`config.mk`:
```
export PLATFORM = sky130hd
export DESIGN_NAME = twmr_top
export DESIGN_NICKNAME = d
export VERILOG_FILES = /design/src/hdl/twmr_pkg.sv /design/src/hdl/twmr_top.sv
export VERILOG_INCLUDE_DIRS = /design/src /design/src/hdl
export SDC_FILE = /design/constraint.sdc
export NUM_CORES = 1
export LEC_CHECK = 0
export BUFFER_PORTS_ARGS = -buffer_cell sky130_fd_sc_hd__buf_4
export CAP_MARGIN = 40
export CORE_MARGIN = 8
export CORE_UTILIZATION = 45
export DETAILED_ROUTE_END_ITERATION = 12
export GPL_ROUTABILITY_DRIVEN = 0
export PLACE_DENSITY = 0.68
export SLEW_MARGIN = 20
export SYNTH_ARGS = -nofsm -noshare
export SYNTH_HDL_FRONTEND = slang
export SYNTH_SLANG_ARGS = --single-unit
```
`constraint.sdc`:
```
create_clock -name mclk_i -period 1.8 [get_ports mclk_i]
set_input_delay 0.18 -clock mclk_i [delete_from_list [all_inputs] [get_ports mclk_i]]
set_output_delay 0.18 -clock mclk_i [all_outputs]
set_load 0.005 [all_outputs]
```
`src/hdl/twmr_defines.svh`:
```
// Register offsets, field positions, status codes, reset values and timing of the two-wire master
//
// Contract
// - Master mode begins only after a START
// - START waits until the bus is free
// - After START: flag set, status 0x08
// - Transfer paused while pending flag stays set
// - After read address: 0x38, 0x40 or 0x48
// - Received byte readable when flag sets
// - Repeated START: no STOP, status 0x10, keep bus
// - At 0x10 send loaded address, either direction
// - Arbitration lost: 0x38, release or restart
// - At 0x40 receive byte, ack by enable
// - At 0x48 restart, stop, or stop+start
// - At 0x50 receive another byte, ack by enable
// - At 0x58 restart, stop, or stop+start
// - Hardware clears stop request after STOP sent
`ifndef TWMR_DEFINES_SVH
`define TWMR_DEFINES_SVH

// ****************************************************************
// Register map
// ****************************************************************
`define TWMR_OFS_CONTROL 8'h00
`define TWMR_OFS_STATUS 8'h04
`define TWMR_OFS_DATA 8'h08

// ****************************************************************
// Control and status field positions
// ****************************************************************
`define TWMR_CB_PENDING 7
`define TWMR_CB_ACK_ENABLE 6
`define TWMR_CB_START 5
`define TWMR_CB_STOP 4
`define TWMR_CB_WCOL 3
`define TWMR_CB_ENABLE 2
`define TWMR_CB_IRQ_ENABLE 0
`define TWMR_SB_PRESCALER 1:0

// ****************************************************************
// Status codes
// ****************************************************************
`define TWMR_SC_START 8'h08
`define TWMR_SC_REP_START 8'h10
`define TWMR_SC_AW_ACK 8'h18
`define TWMR_SC_AW_NACK 8'h20
`define TWMR_SC_DT_ACK 8'h28
`define TWMR_SC_DT_NACK 8'h30
`define TWMR_SC_ARB_LOST 8'h38
`define TWMR_SC_AR_ACK 8'h40
`define TWMR_SC_AR_NACK 8'h48
`define TWMR_SC_RX_ACK 8'h50
`define TWMR_SC_RX_NACK 8'h58
`define TWMR_SC_IDLE 8'hf8

// ****************************************************************
// Reset values and timing
// ****************************************************************
`define TWMR_CONTROL_RST 8'h00
`define TWMR_STATUS_RST 8'hf8
`define TWMR_DATA_RST 8'hff
`define TWMR_CLK_NS 50
`define TWMR_QUARTER_NS 100
`define TWMR_QUARTER_CYC ((`TWMR_QUARTER_NS + `TWMR_CLK_NS - 1) / `TWMR_CLK_NS)

`endif

```
`src/hdl/twmr_pkg.sv`:
```
// Types shared by the two-wire master engine
package twmr_pkg;

  // Control register layout, bit 7 down to bit 0
  typedef struct packed {
    logic pending;
    logic ack_enable;
    logic start_request;
    logic stop_request;
    logic write_collision;
    logic interface_enable;
    logic reserved;
    logic interrupt_enable;
  } twmr_ctrl_t;

  // Bus engine states
  typedef enum logic [3:0] {
    TWMR_IDLE,
    TWMR_WAIT_FREE,
    TWMR_START_HI,
    TWMR_START_LO,
    TWMR_PAUSE,
    TWMR_BIT_LOW,
    TWMR_BIT_SETUP,
    TWMR_BIT_RISE,
    TWMR_BIT_HIGH,
    TWMR_STOP_LO,
    TWMR_STOP_RISE,
    TWMR_STOP_HI,
    TWMR_RS_LO,
    TWMR_RS_RISE
  } twmr_state_t;

  // Kind of byte being shifted
  typedef enum logic [1:0] {
    TWMR_PH_ADDR,
    TWMR_PH_TXD,
    TWMR_PH_RXD
  } twmr_phase_t;

endpackage

```
`src/hdl/twmr_top.sv`:
```
// Two-wire master engine with receive path, APB register slave and bus line drivers
`timescale 1ns/1ps
`default_nettype none
`include "twmr_defines.svh"

module twmr_top import twmr_pkg::*; #(
  parameter int ADDR_W = 8,
  parameter int QUARTER_CYC = `TWMR_QUARTER_CYC
) (
  input wire logic mclk_i,
  input wire logic reset_i,
  input wire logic psel_i,
  input wire logic penable_i,
  input wire logic pwrite_i,
  input wire logic [ADDR_W-1:0] paddr_i,
  input wire logic [31:0] pwdata_i,
  output logic [31:0] prdata_o,
  output logic pready_o,
  output logic pslverr_o,
  input wire logic scl_in_i,
  output logic scl_out_o,
  output logic scl_oe_o,
  input wire logic sda_in_i,
  output logic sda_out_o,
  output logic sda_oe_o
);

  // ****************************************************************
  // Declarations
  // ****************************************************************
  twmr_ctrl_t ctrl;
  logic [7:0] status_code;
  logic [1:0] prescaler;
  logic [7:0] data;
  twmr_state_t state;
  twmr_phase_t phase;
  logic [15:0] qcnt;
  logic tick;
  logic [3:0] bitcnt;
  logic [8:0] tx9;
  logic [7:0] rxb;
  logic dir_read;
  logic own;
  logic restart_after_stop;
  logic ev_pulse;
  logic ev_load;
  logic [7:0] ev_code;
  logic [7:0] ev_data;
  logic stop_done;
  logic scl_s1, scl_s2, scl_s3, scl_f;
  logic sda_s1, sda_s2, sda_s3, sda_f, sda_fd;
  logic busy;

  // ****************************************************************
  // APB decode
  // ****************************************************************
  wire logic [7:0] addr8 = paddr_i[7:0];
  wire logic hi_zero = (ADDR_W > 8) ? (paddr_i >> 8) == '0 : 1'b1;
  wire logic hit_ctrl = hi_zero && addr8 == `TWMR_OFS_CONTROL;
  wire logic hit_stat = hi_zero && addr8 == `TWMR_OFS_STATUS;
  wire logic hit_data = hi_zero && addr8 == `TWMR_OFS_DATA;
  wire logic hit = hit_ctrl || hit_stat || hit_data;
  wire logic acc = psel_i && penable_i && pready_o;
  wire logic wr_ctrl = acc && pwrite_i && hit_ctrl;
  wire logic wr_stat = acc && pwrite_i && hit_stat;
  wire logic wr_data = acc && pwrite_i && hit_data;
  wire logic [7:0] status_rd = {status_code[7:3], 1'b0, prescaler};
  wire logic [7:0] rd_byte = hit_ctrl ? ctrl : hit_stat ? status_rd : hit_data ? data : 8'h00;

  // Engine decisions
  wire logic clear_req = wr_ctrl && pwdata_i[`TWMR_CB_PENDING];
  wire logic resume = !ctrl.pending && !ev_pulse;
  wire logic ack_seen = !sda_f;
  wire logic arb_lost = tx9[8] && !sda_f && ((phase == TWMR_PH_RXD) == (bitcnt == 4'd8));
  wire logic code_rx = status_code == `TWMR_SC_AR_ACK || status_code == `TWMR_SC_RX_ACK;
  wire logic code_tx = status_code == `TWMR_SC_AW_ACK || status_code == `TWMR_SC_AW_NACK ||
                       status_code == `TWMR_SC_DT_ACK || status_code == `TWMR_SC_DT_NACK;
  wire logic code_addr = status_code == `TWMR_SC_START || status_code == `TWMR_SC_REP_START;

  // Status code for the acknowledge bit just finished
  function automatic logic [7:0] byte_code(input twmr_phase_t ph, input logic rd,
                                           input logic ack);
    logic [7:0] c;
    c = 8'h00;
    unique case (ph)
      TWMR_PH_ADDR: c = rd ? (ack ? `TWMR_SC_AR_ACK : `TWMR_SC_AR_NACK)
                           : (ack ? `TWMR_SC_AW_ACK : `TWMR_SC_AW_NACK);
      TWMR_PH_TXD: c = ack ? `TWMR_SC_DT_ACK : `TWMR_SC_DT_NACK;
      default: c = ack ? `TWMR_SC_RX_ACK : `TWMR_SC_RX_NACK;
    endcase
    return c;
  endfunction

  // ****************************************************************
  // APB slave, one wait state per access
  // ****************************************************************
  always_ff @(posedge mclk_i) begin
    if (reset_i) begin
      pready_o <= 1'b0;
      pslverr_o <= 1'b0;
      prdata_o <= 32'h0000_0000;
    end else if (psel_i && penable_i && !pready_o) begin
      pready_o <= 1'b1;
      pslverr_o <= !hit;
      prdata_o <= {24'h00_0000, rd_byte};
    end else begin
      pready_o <= 1'b0;
      pslverr_o <= 1'b0;
    end
  end

  // ****************************************************************
  // Control, status and data registers
  // ****************************************************************
  always_ff @(posedge mclk_i) begin
    if (reset_i) begin
      ctrl <= `TWMR_CONTROL_RST;
    end else begin
      if (ev_pulse) begin
        ctrl.pending <= 1'b1;
      end else if (clear_req) begin
        ctrl.pending <= 1'b0;
      end
      if (wr_ctrl) begin
        ctrl.ack_enable <= pwdata_i[`TWMR_CB_ACK_ENABLE];
        ctrl.start_request <= pwdata_i[`TWMR_CB_START];
        ctrl.stop_request <= pwdata_i[`TWMR_CB_STOP];
        ctrl.interface_enable <= pwdata_i[`TWMR_CB_ENABLE];
        ctrl.interrupt_enable <= pwdata_i[`TWMR_CB_IRQ_ENABLE];
      end else if (stop_done) begin
        ctrl.stop_request <= 1'b0;
      end
      // Data write while the engine runs is a collision
      if (wr_data) begin
        ctrl.write_collision <= !ctrl.pending;
      end
    end
  end

  // Status code and received byte land with the flag
  always_ff @(posedge mclk_i) begin
    if (reset_i) begin
      status_code <= `TWMR_STATUS_RST;
      prescaler <= 2'b00;
      data <= `TWMR_DATA_RST;
    end else begin
      if (ev_pulse) begin
        status_code <= ev_code;
      end
      if (wr_stat) begin
        prescaler <= pwdata_i[`TWMR_SB_PRESCALER];
      end
      if (ev_pulse && ev_load) begin
        data <= ev_data;
      end else if (wr_data && ctrl.pending) begin
        data <= pwdata_i[7:0];
      end
    end
  end

  // ****************************************************************
  // Line synchronisers and bus monitor
  // ****************************************************************
  always_ff @(posedge mclk_i) begin
    if (reset_i) begin
      {scl_s1, scl_s2, scl_s3, scl_f} <= 4'hf;
      {sda_s1, sda_s2, sda_s3, sda_f} <= 4'hf;
    end else begin
      {scl_s1, scl_s2, scl_s3} <= {scl_in_i, scl_s1, scl_s2};
      {sda_s1, sda_s2, sda_s3} <= {sda_in_i, sda_s1, sda_s2};
      if (scl_s2 == scl_s3) scl_f <= scl_s3;
      if (sda_s2 == sda_s3) sda_f <= sda_s3;
    end
  end

  // START marks the bus busy, STOP frees it
  always_ff @(posedge mclk_i) begin
    if (reset_i) begin
      sda_fd <= 1'b1;
      busy <= 1'b0;
    end else begin
      sda_fd <= sda_f;
      if (scl_f && sda_fd && !sda_f) begin
        busy <= 1'b1;
      end else if (scl_f && !sda_fd && sda_f) begin
        busy <= 1'b0;
      end
    end
  end

  // Quarter bit period divider
  always_ff @(posedge mclk_i) begin
    if (reset_i || qcnt == 16'(QUARTER_CYC - 1)) begin
      qcnt <= 16'h0000;
    end else begin
      qcnt <= qcnt + 16'h0001;
    end
  end

  always_ff @(posedge mclk_i) begin
    if (reset_i) tick <= 1'b0;
    else tick <= qcnt == 16'(QUARTER_CYC - 1);
  end

  // ****************************************************************
  // Bus engine
  // ****************************************************************
  always_ff @(posedge mclk_i) begin
    if (reset_i || !ctrl.interface_enable) begin
      state <= TWMR_IDLE;
      phase <= TWMR_PH_ADDR;
      bitcnt <= 4'h0;
      tx9 <= 9'h1ff;
      rxb <= 8'h00;
      dir_read <= 1'b0;
      own <= 1'b0;
      restart_after_stop <= 1'b0;
      ev_pulse <= 1'b0;
      ev_load <= 1'b0;
      ev_code <= `TWMR_SC_IDLE;
      ev_data <= 8'h00;
      stop_done <= 1'b0;
      scl_oe_o <= 1'b0;
      sda_oe_o <= 1'b0;
    end else begin
      ev_pulse <= 1'b0;
      ev_load <= 1'b0;
      stop_done <= 1'b0;
      unique case (state)
        TWMR_IDLE: begin
          if (ctrl.start_request && !ctrl.pending) state <= TWMR_WAIT_FREE;
        end
        TWMR_WAIT_FREE: begin
          // Never cut into someone else's transfer
          if (tick && !busy && scl_f && sda_f) begin
            sda_oe_o <= 1'b1;
            state <= TWMR_START_HI;
          end
        end
        TWMR_START_HI: begin
          if (tick) begin
            scl_oe_o <= 1'b1;
            state <= TWMR_START_LO;
          end
        end
        TWMR_START_LO: begin
          if (tick) begin
            ev_pulse <= 1'b1;
            ev_code <= own ? `TWMR_SC_REP_START : `TWMR_SC_START;
            own <= 1'b1;
            state <= TWMR_PAUSE;
          end
        end
        TWMR_PAUSE: begin
          // Held here, clock low except after lost arbitration, until software clears the flag
          if (resume) begin
            bitcnt <= 4'h0;
            if (status_code == `TWMR_SC_ARB_LOST) begin
              state <= ctrl.start_request ? TWMR_WAIT_FREE : TWMR_IDLE;
            end else if (code_addr) begin
              // Direction bit picks transmit or receive mode
              tx9 <= {data, 1'b1};
              dir_read <= data[0];
              phase <= TWMR_PH_ADDR;
              state <= TWMR_BIT_LOW;
            end else if (ctrl.stop_request) begin
              sda_oe_o <= 1'b1;
              restart_after_stop <= ctrl.start_request;
              state <= TWMR_STOP_LO;
            end else if (ctrl.start_request) begin
              sda_oe_o <= 1'b0;
              state <= TWMR_RS_LO;
            end else if (code_rx) begin
              tx9 <= {8'hff, !ctrl.ack_enable};
              phase <= TWMR_PH_RXD;
              state <= TWMR_BIT_LOW;
            end else if (code_tx) begin
              tx9 <= {data, 1'b1};
              phase <= TWMR_PH_TXD;
              state <= TWMR_BIT_LOW;
            end else begin
              // Nothing requested at 0x48 or 0x58: end cleanly
              sda_oe_o <= 1'b1;
              restart_after_stop <= 1'b0;
              state <= TWMR_STOP_LO;
            end
          end
        end
        TWMR_BIT_LOW: begin
          if (tick) begin
            sda_oe_o <= !tx9[8];
            state <= TWMR_BIT_SETUP;
          end
        end
        TWMR_BIT_SETUP: begin
          if (tick) begin
            scl_oe_o <= 1'b0;
            state <= TWMR_BIT_RISE;
          end
        end
        TWMR_BIT_RISE: begin
          // Slave may stretch the clock
          if (tick && scl_f) state <= TWMR_BIT_HIGH;
        end
        TWMR_BIT_HIGH: begin
          if (tick) begin
            if (arb_lost) begin
              scl_oe_o <= 1'b0;
              sda_oe_o <= 1'b0;
              own <= 1'b0;
              ev_pulse <= 1'b1;
              ev_code <= `TWMR_SC_ARB_LOST;
              state <= TWMR_PAUSE;
            end else begin
              scl_oe_o <= 1'b1;
              tx9 <= {tx9[7:0], 1'b1};
              bitcnt <= bitcnt + 4'h1;
              if (bitcnt != 4'd8) begin
                rxb <= {rxb[6:0], sda_f};
                state <= TWMR_BIT_LOW;
              end else begin
                ev_pulse <= 1'b1;
                ev_load <= phase == TWMR_PH_RXD;
                ev_data <= rxb;
                ev_code <= byte_code(phase, dir_read,
                                     phase == TWMR_PH_RXD ? !tx9[8] : ack_seen);
                state <= TWMR_PAUSE;
              end
            end
          end
        end
        TWMR_STOP_LO: begin
          if (tick) begin
            scl_oe_o <= 1'b0;
            state <= TWMR_STOP_RISE;
          end
        end
        TWMR_STOP_RISE: begin
          if (tick && scl_f) state <= TWMR_STOP_HI;
        end
        TWMR_STOP_HI: begin
          if (tick) begin
            sda_oe_o <= 1'b0;
            stop_done <= 1'b1;
            own <= 1'b0;
            state <= restart_after_stop ? TWMR_WAIT_FREE : TWMR_IDLE;
          end
        end
        TWMR_RS_LO: begin
          if (tick) begin
            scl_oe_o <= 1'b0;
            state <= TWMR_RS_RISE;
          end
        end
        TWMR_RS_RISE: begin
          // Bus stays owned, no STOP in between
          if (tick && scl_f) begin
            sda_oe_o <= 1'b1;
            state <= TWMR_START_HI;
          end
        end
      endcase
    end
  end

  // Open-drain lines only ever pull low
  always_ff @(posedge mclk_i) begin
    scl_out_o <= 1'b0;
    sda_out_o <= 1'b0;
  end

endmodule // twmr_top

`default_nettype wire

```
==> results_dict.tcl <==
set metrics [dict create \
    grt_pass1_vias 4725 \
    end_kind "flip-flop" \
    leakage_nw 2.54 \
    final_hold_viol_count 0 \
    violations "negative setup slack" \
    ant_nets 0 \
    final_cell_mix "98 x dfxtp_1, 96 x buf_4, 91 x nor2_1, 53 x nand2_1, 39 x mux2i_1" \
    cp_max_fo 5 \
    grt_pass1_wl_mm 22.4 \
    yosysTopAreaCell "dfxtp_1" \
    yosys_warnings 0 \
    slew_headroom 0.633 \
    die_area_um2 15700 \
    insertion_delay_ps 350 \
    start_kind "flip-flop" \
    finalMaxSlewViolations 0 \
    cts.sinks 107 \
    core_um2 11800 \
    worstMarginPinSlew_ps 550 \
    required_ps 2080 \
    grtUsageTotal 0.172 \
    routed_wl_mm 13.2 \
    drive_gt1_frac 0.245 \
    drt_iter0_markers 263 \
    fin_ws_ps -67.4 \
    grt_max_degree 51 \
    cts-root-buf "clkbuf_16" \
    setup_viol 10 \
    async_reset_ff_frac 0 \
    synth.distinct_cells 66 \
    chipWidth_um 125 \
    start_util 0.454 \
    gr-total-overflow 0 \
    synth_area_um2 5360 \
    timing.max_cap.violations 0 \
    via_per_inst 5.42 \
    path_class "flip-flop to flip-flop" \
    final_common_cell "dfxtp_1" \
    powerDensity_nw_per_um2 683 \
    dr.pass1.iters 4 \
    num-nets-final 779 \
    clockBufferDepth 2 \
    wl_per_cell_um 15.1 \
    min_period_ps 1870 \
    ys_seq_elements 107 \
    status "finished with violations" \
    placementRows 40 \
    ir_drop_uv 569 \
    fin_skew_ps 6.94 \
    synth_cells 646 \
    antenna_found_initial 0 \
    syn2layout_area_growth_pct 23.8 \
    hold_path_class "input port to flip-flop" \
    fmax_mhz 535 \
    cts-buffers-inserted 9 \
    placed_area_um2 6030 \
    worstPathArrival_ps 2150 \
    synth.area.top_cells "dfxtp_1 40%, mux2i_1 7.5%, nor2_1 6.4%" \
    synth_top_cell_area_share 0.399 \
    tritoncts "done" \
    io_pins 85 \
    setup.worst_path.start "state[1]$_SDFFE_PP0P_" \
    syn_avg_cell_area_um2 8.30 \
    place_hpwl_mm 9.53 \
    worst_r2r_startpoint "state[1]$_SDFFE_PP0P_" \
    placement.io_buffers 34 \
    antenna_cells 0 \
    fin_crit_sh 1.04 \
    drc_errors 0 \
    vias 4755 \
    synth_edf_count 0 \
    final_cell_area_um2 6640 \
    ys.flop_type "dfxtp_1" \
    clk_pin_slew_ps 70 \
    grt_setup_unrepaired "true" \
    seq_area_frac_synth 0.399 \
    dieHeight_um 125 \
    finalPower_mw 4.53 \
    min-delay-start "scl_in_i" \
    htree_num_levels 3 \
]
-- critical path, stage by stage, from the launching register on --
cell,delay (ps)
dfxtp_2,340
or4b_4,580
nor3_4,160
nand2_2,80
or4_1,480
a21oi_1,160
-- cell type report --
class,instances,area (um^2)
well taps,147,184
multi-input cells,489,3070
repair buffers,110,903
clock buffers,11,253
flip-flops and latches,107,2150
inverters,9,33.8
clock inverters,5,41.3
fillers,1081,5170
-- cell families (layout without fill, tap and decap cells) --
| family | count (synthesis) | count (layout) | synth area share |
|---|---|---|---|
| other cells | 1 | 26 | 0.000699 |
| flops | 107 | 107 | 0.399 |
| mux | 40 | 40 | 0.0747 |
| xor+xnor | 20 | 20 | 0.0327 |
| fa+ha+maj | 6 | 6 | 0.0140 |
| simple gates | 268 | 268 | 0.247 |
| compound gates | 129 | 129 | 0.158 |
| buf+inv | 75 | 135 | 0.0737 |
-- routing by layer --
layer,GRT usage,part of all wire
met1,0.192,0.42
met2,0.307,0.51
met3,0.0476,0.054
met4,0.0623,0.015
met5,0,0
-- metrics by stage --
stage                     utilization  setup TNS (ps)  setup slack [ps]  hold slack [ps]  instances
after floorplan                     -            -121              -121              284        671
after global placement          0.510            -454             -67.5              365        846
after detailed placement        0.510            -759             -97.5              368        846
after CTS                       0.541           -80.3             -42.0             12.3        865
after global routing            0.562           -1740              -129             12.3        878
final                           0.562            -357             -67.4             20.4        878
-- worst paths after layout --
check / endpoint / slack (ps) / cells past startpoint
setup reg to reg: phase[0]$_SDFFE_PP0P_ / -70 / 5
setup / recovery: phase[0]$_SDFFE_PP0P_ / -70 / 5
hold reg to reg: sda_s2$_SDFF_PP1_ / 410 / 1
hold / removal: scl_s1$_SDFF_PP1_ / 20 / 2
-- cells in the mapped netlist, types with 11 or more instances --
cell and instances:
a21oi_1 41, a31oi_1 11, nor2_1 92, nand2_1 53
clkbuf_1 25, nor2b_1 14, buf_4 26, o21ai_0 20
mux2i_1 40, nand3_1 24, dfxtp_1 107, nor3_1 13
a211oi_1 11, xor2_1 11
-- registers in the layout, indices dropped and copies added (netlist names), 2 cells and up --
name,cells
qcnt,16
tx9,9
data,8
ev_data,8
prdata_o,8
rxb,8
ctrl,7
ev_code,5
status_code,5
bitcnt,4
state,4
phase,2
prescaler,2
-- report_power, final --
group	internal, mW	total (mW)	leakage [nW]	switching [mW]
Combinational	0.0808	0.183	1.53	0.103
Sequential	2.38	2.41	0.868	0.0261
Clock	1.03	1.94	0.139	0.911
-- timing repair --
action / in CTS / in global routing
pin swaps: 2 / 8
cloned: 1 / 1
buffers inserted: 1 / 12
hold endpoints to repair: 1 / 0
hold buffers: 1 / 0
gates resized for setup: 14 / 48
setup endpoints to repair: 30 / 55
No activity file was read; power rests on OpenSTA's default activity.
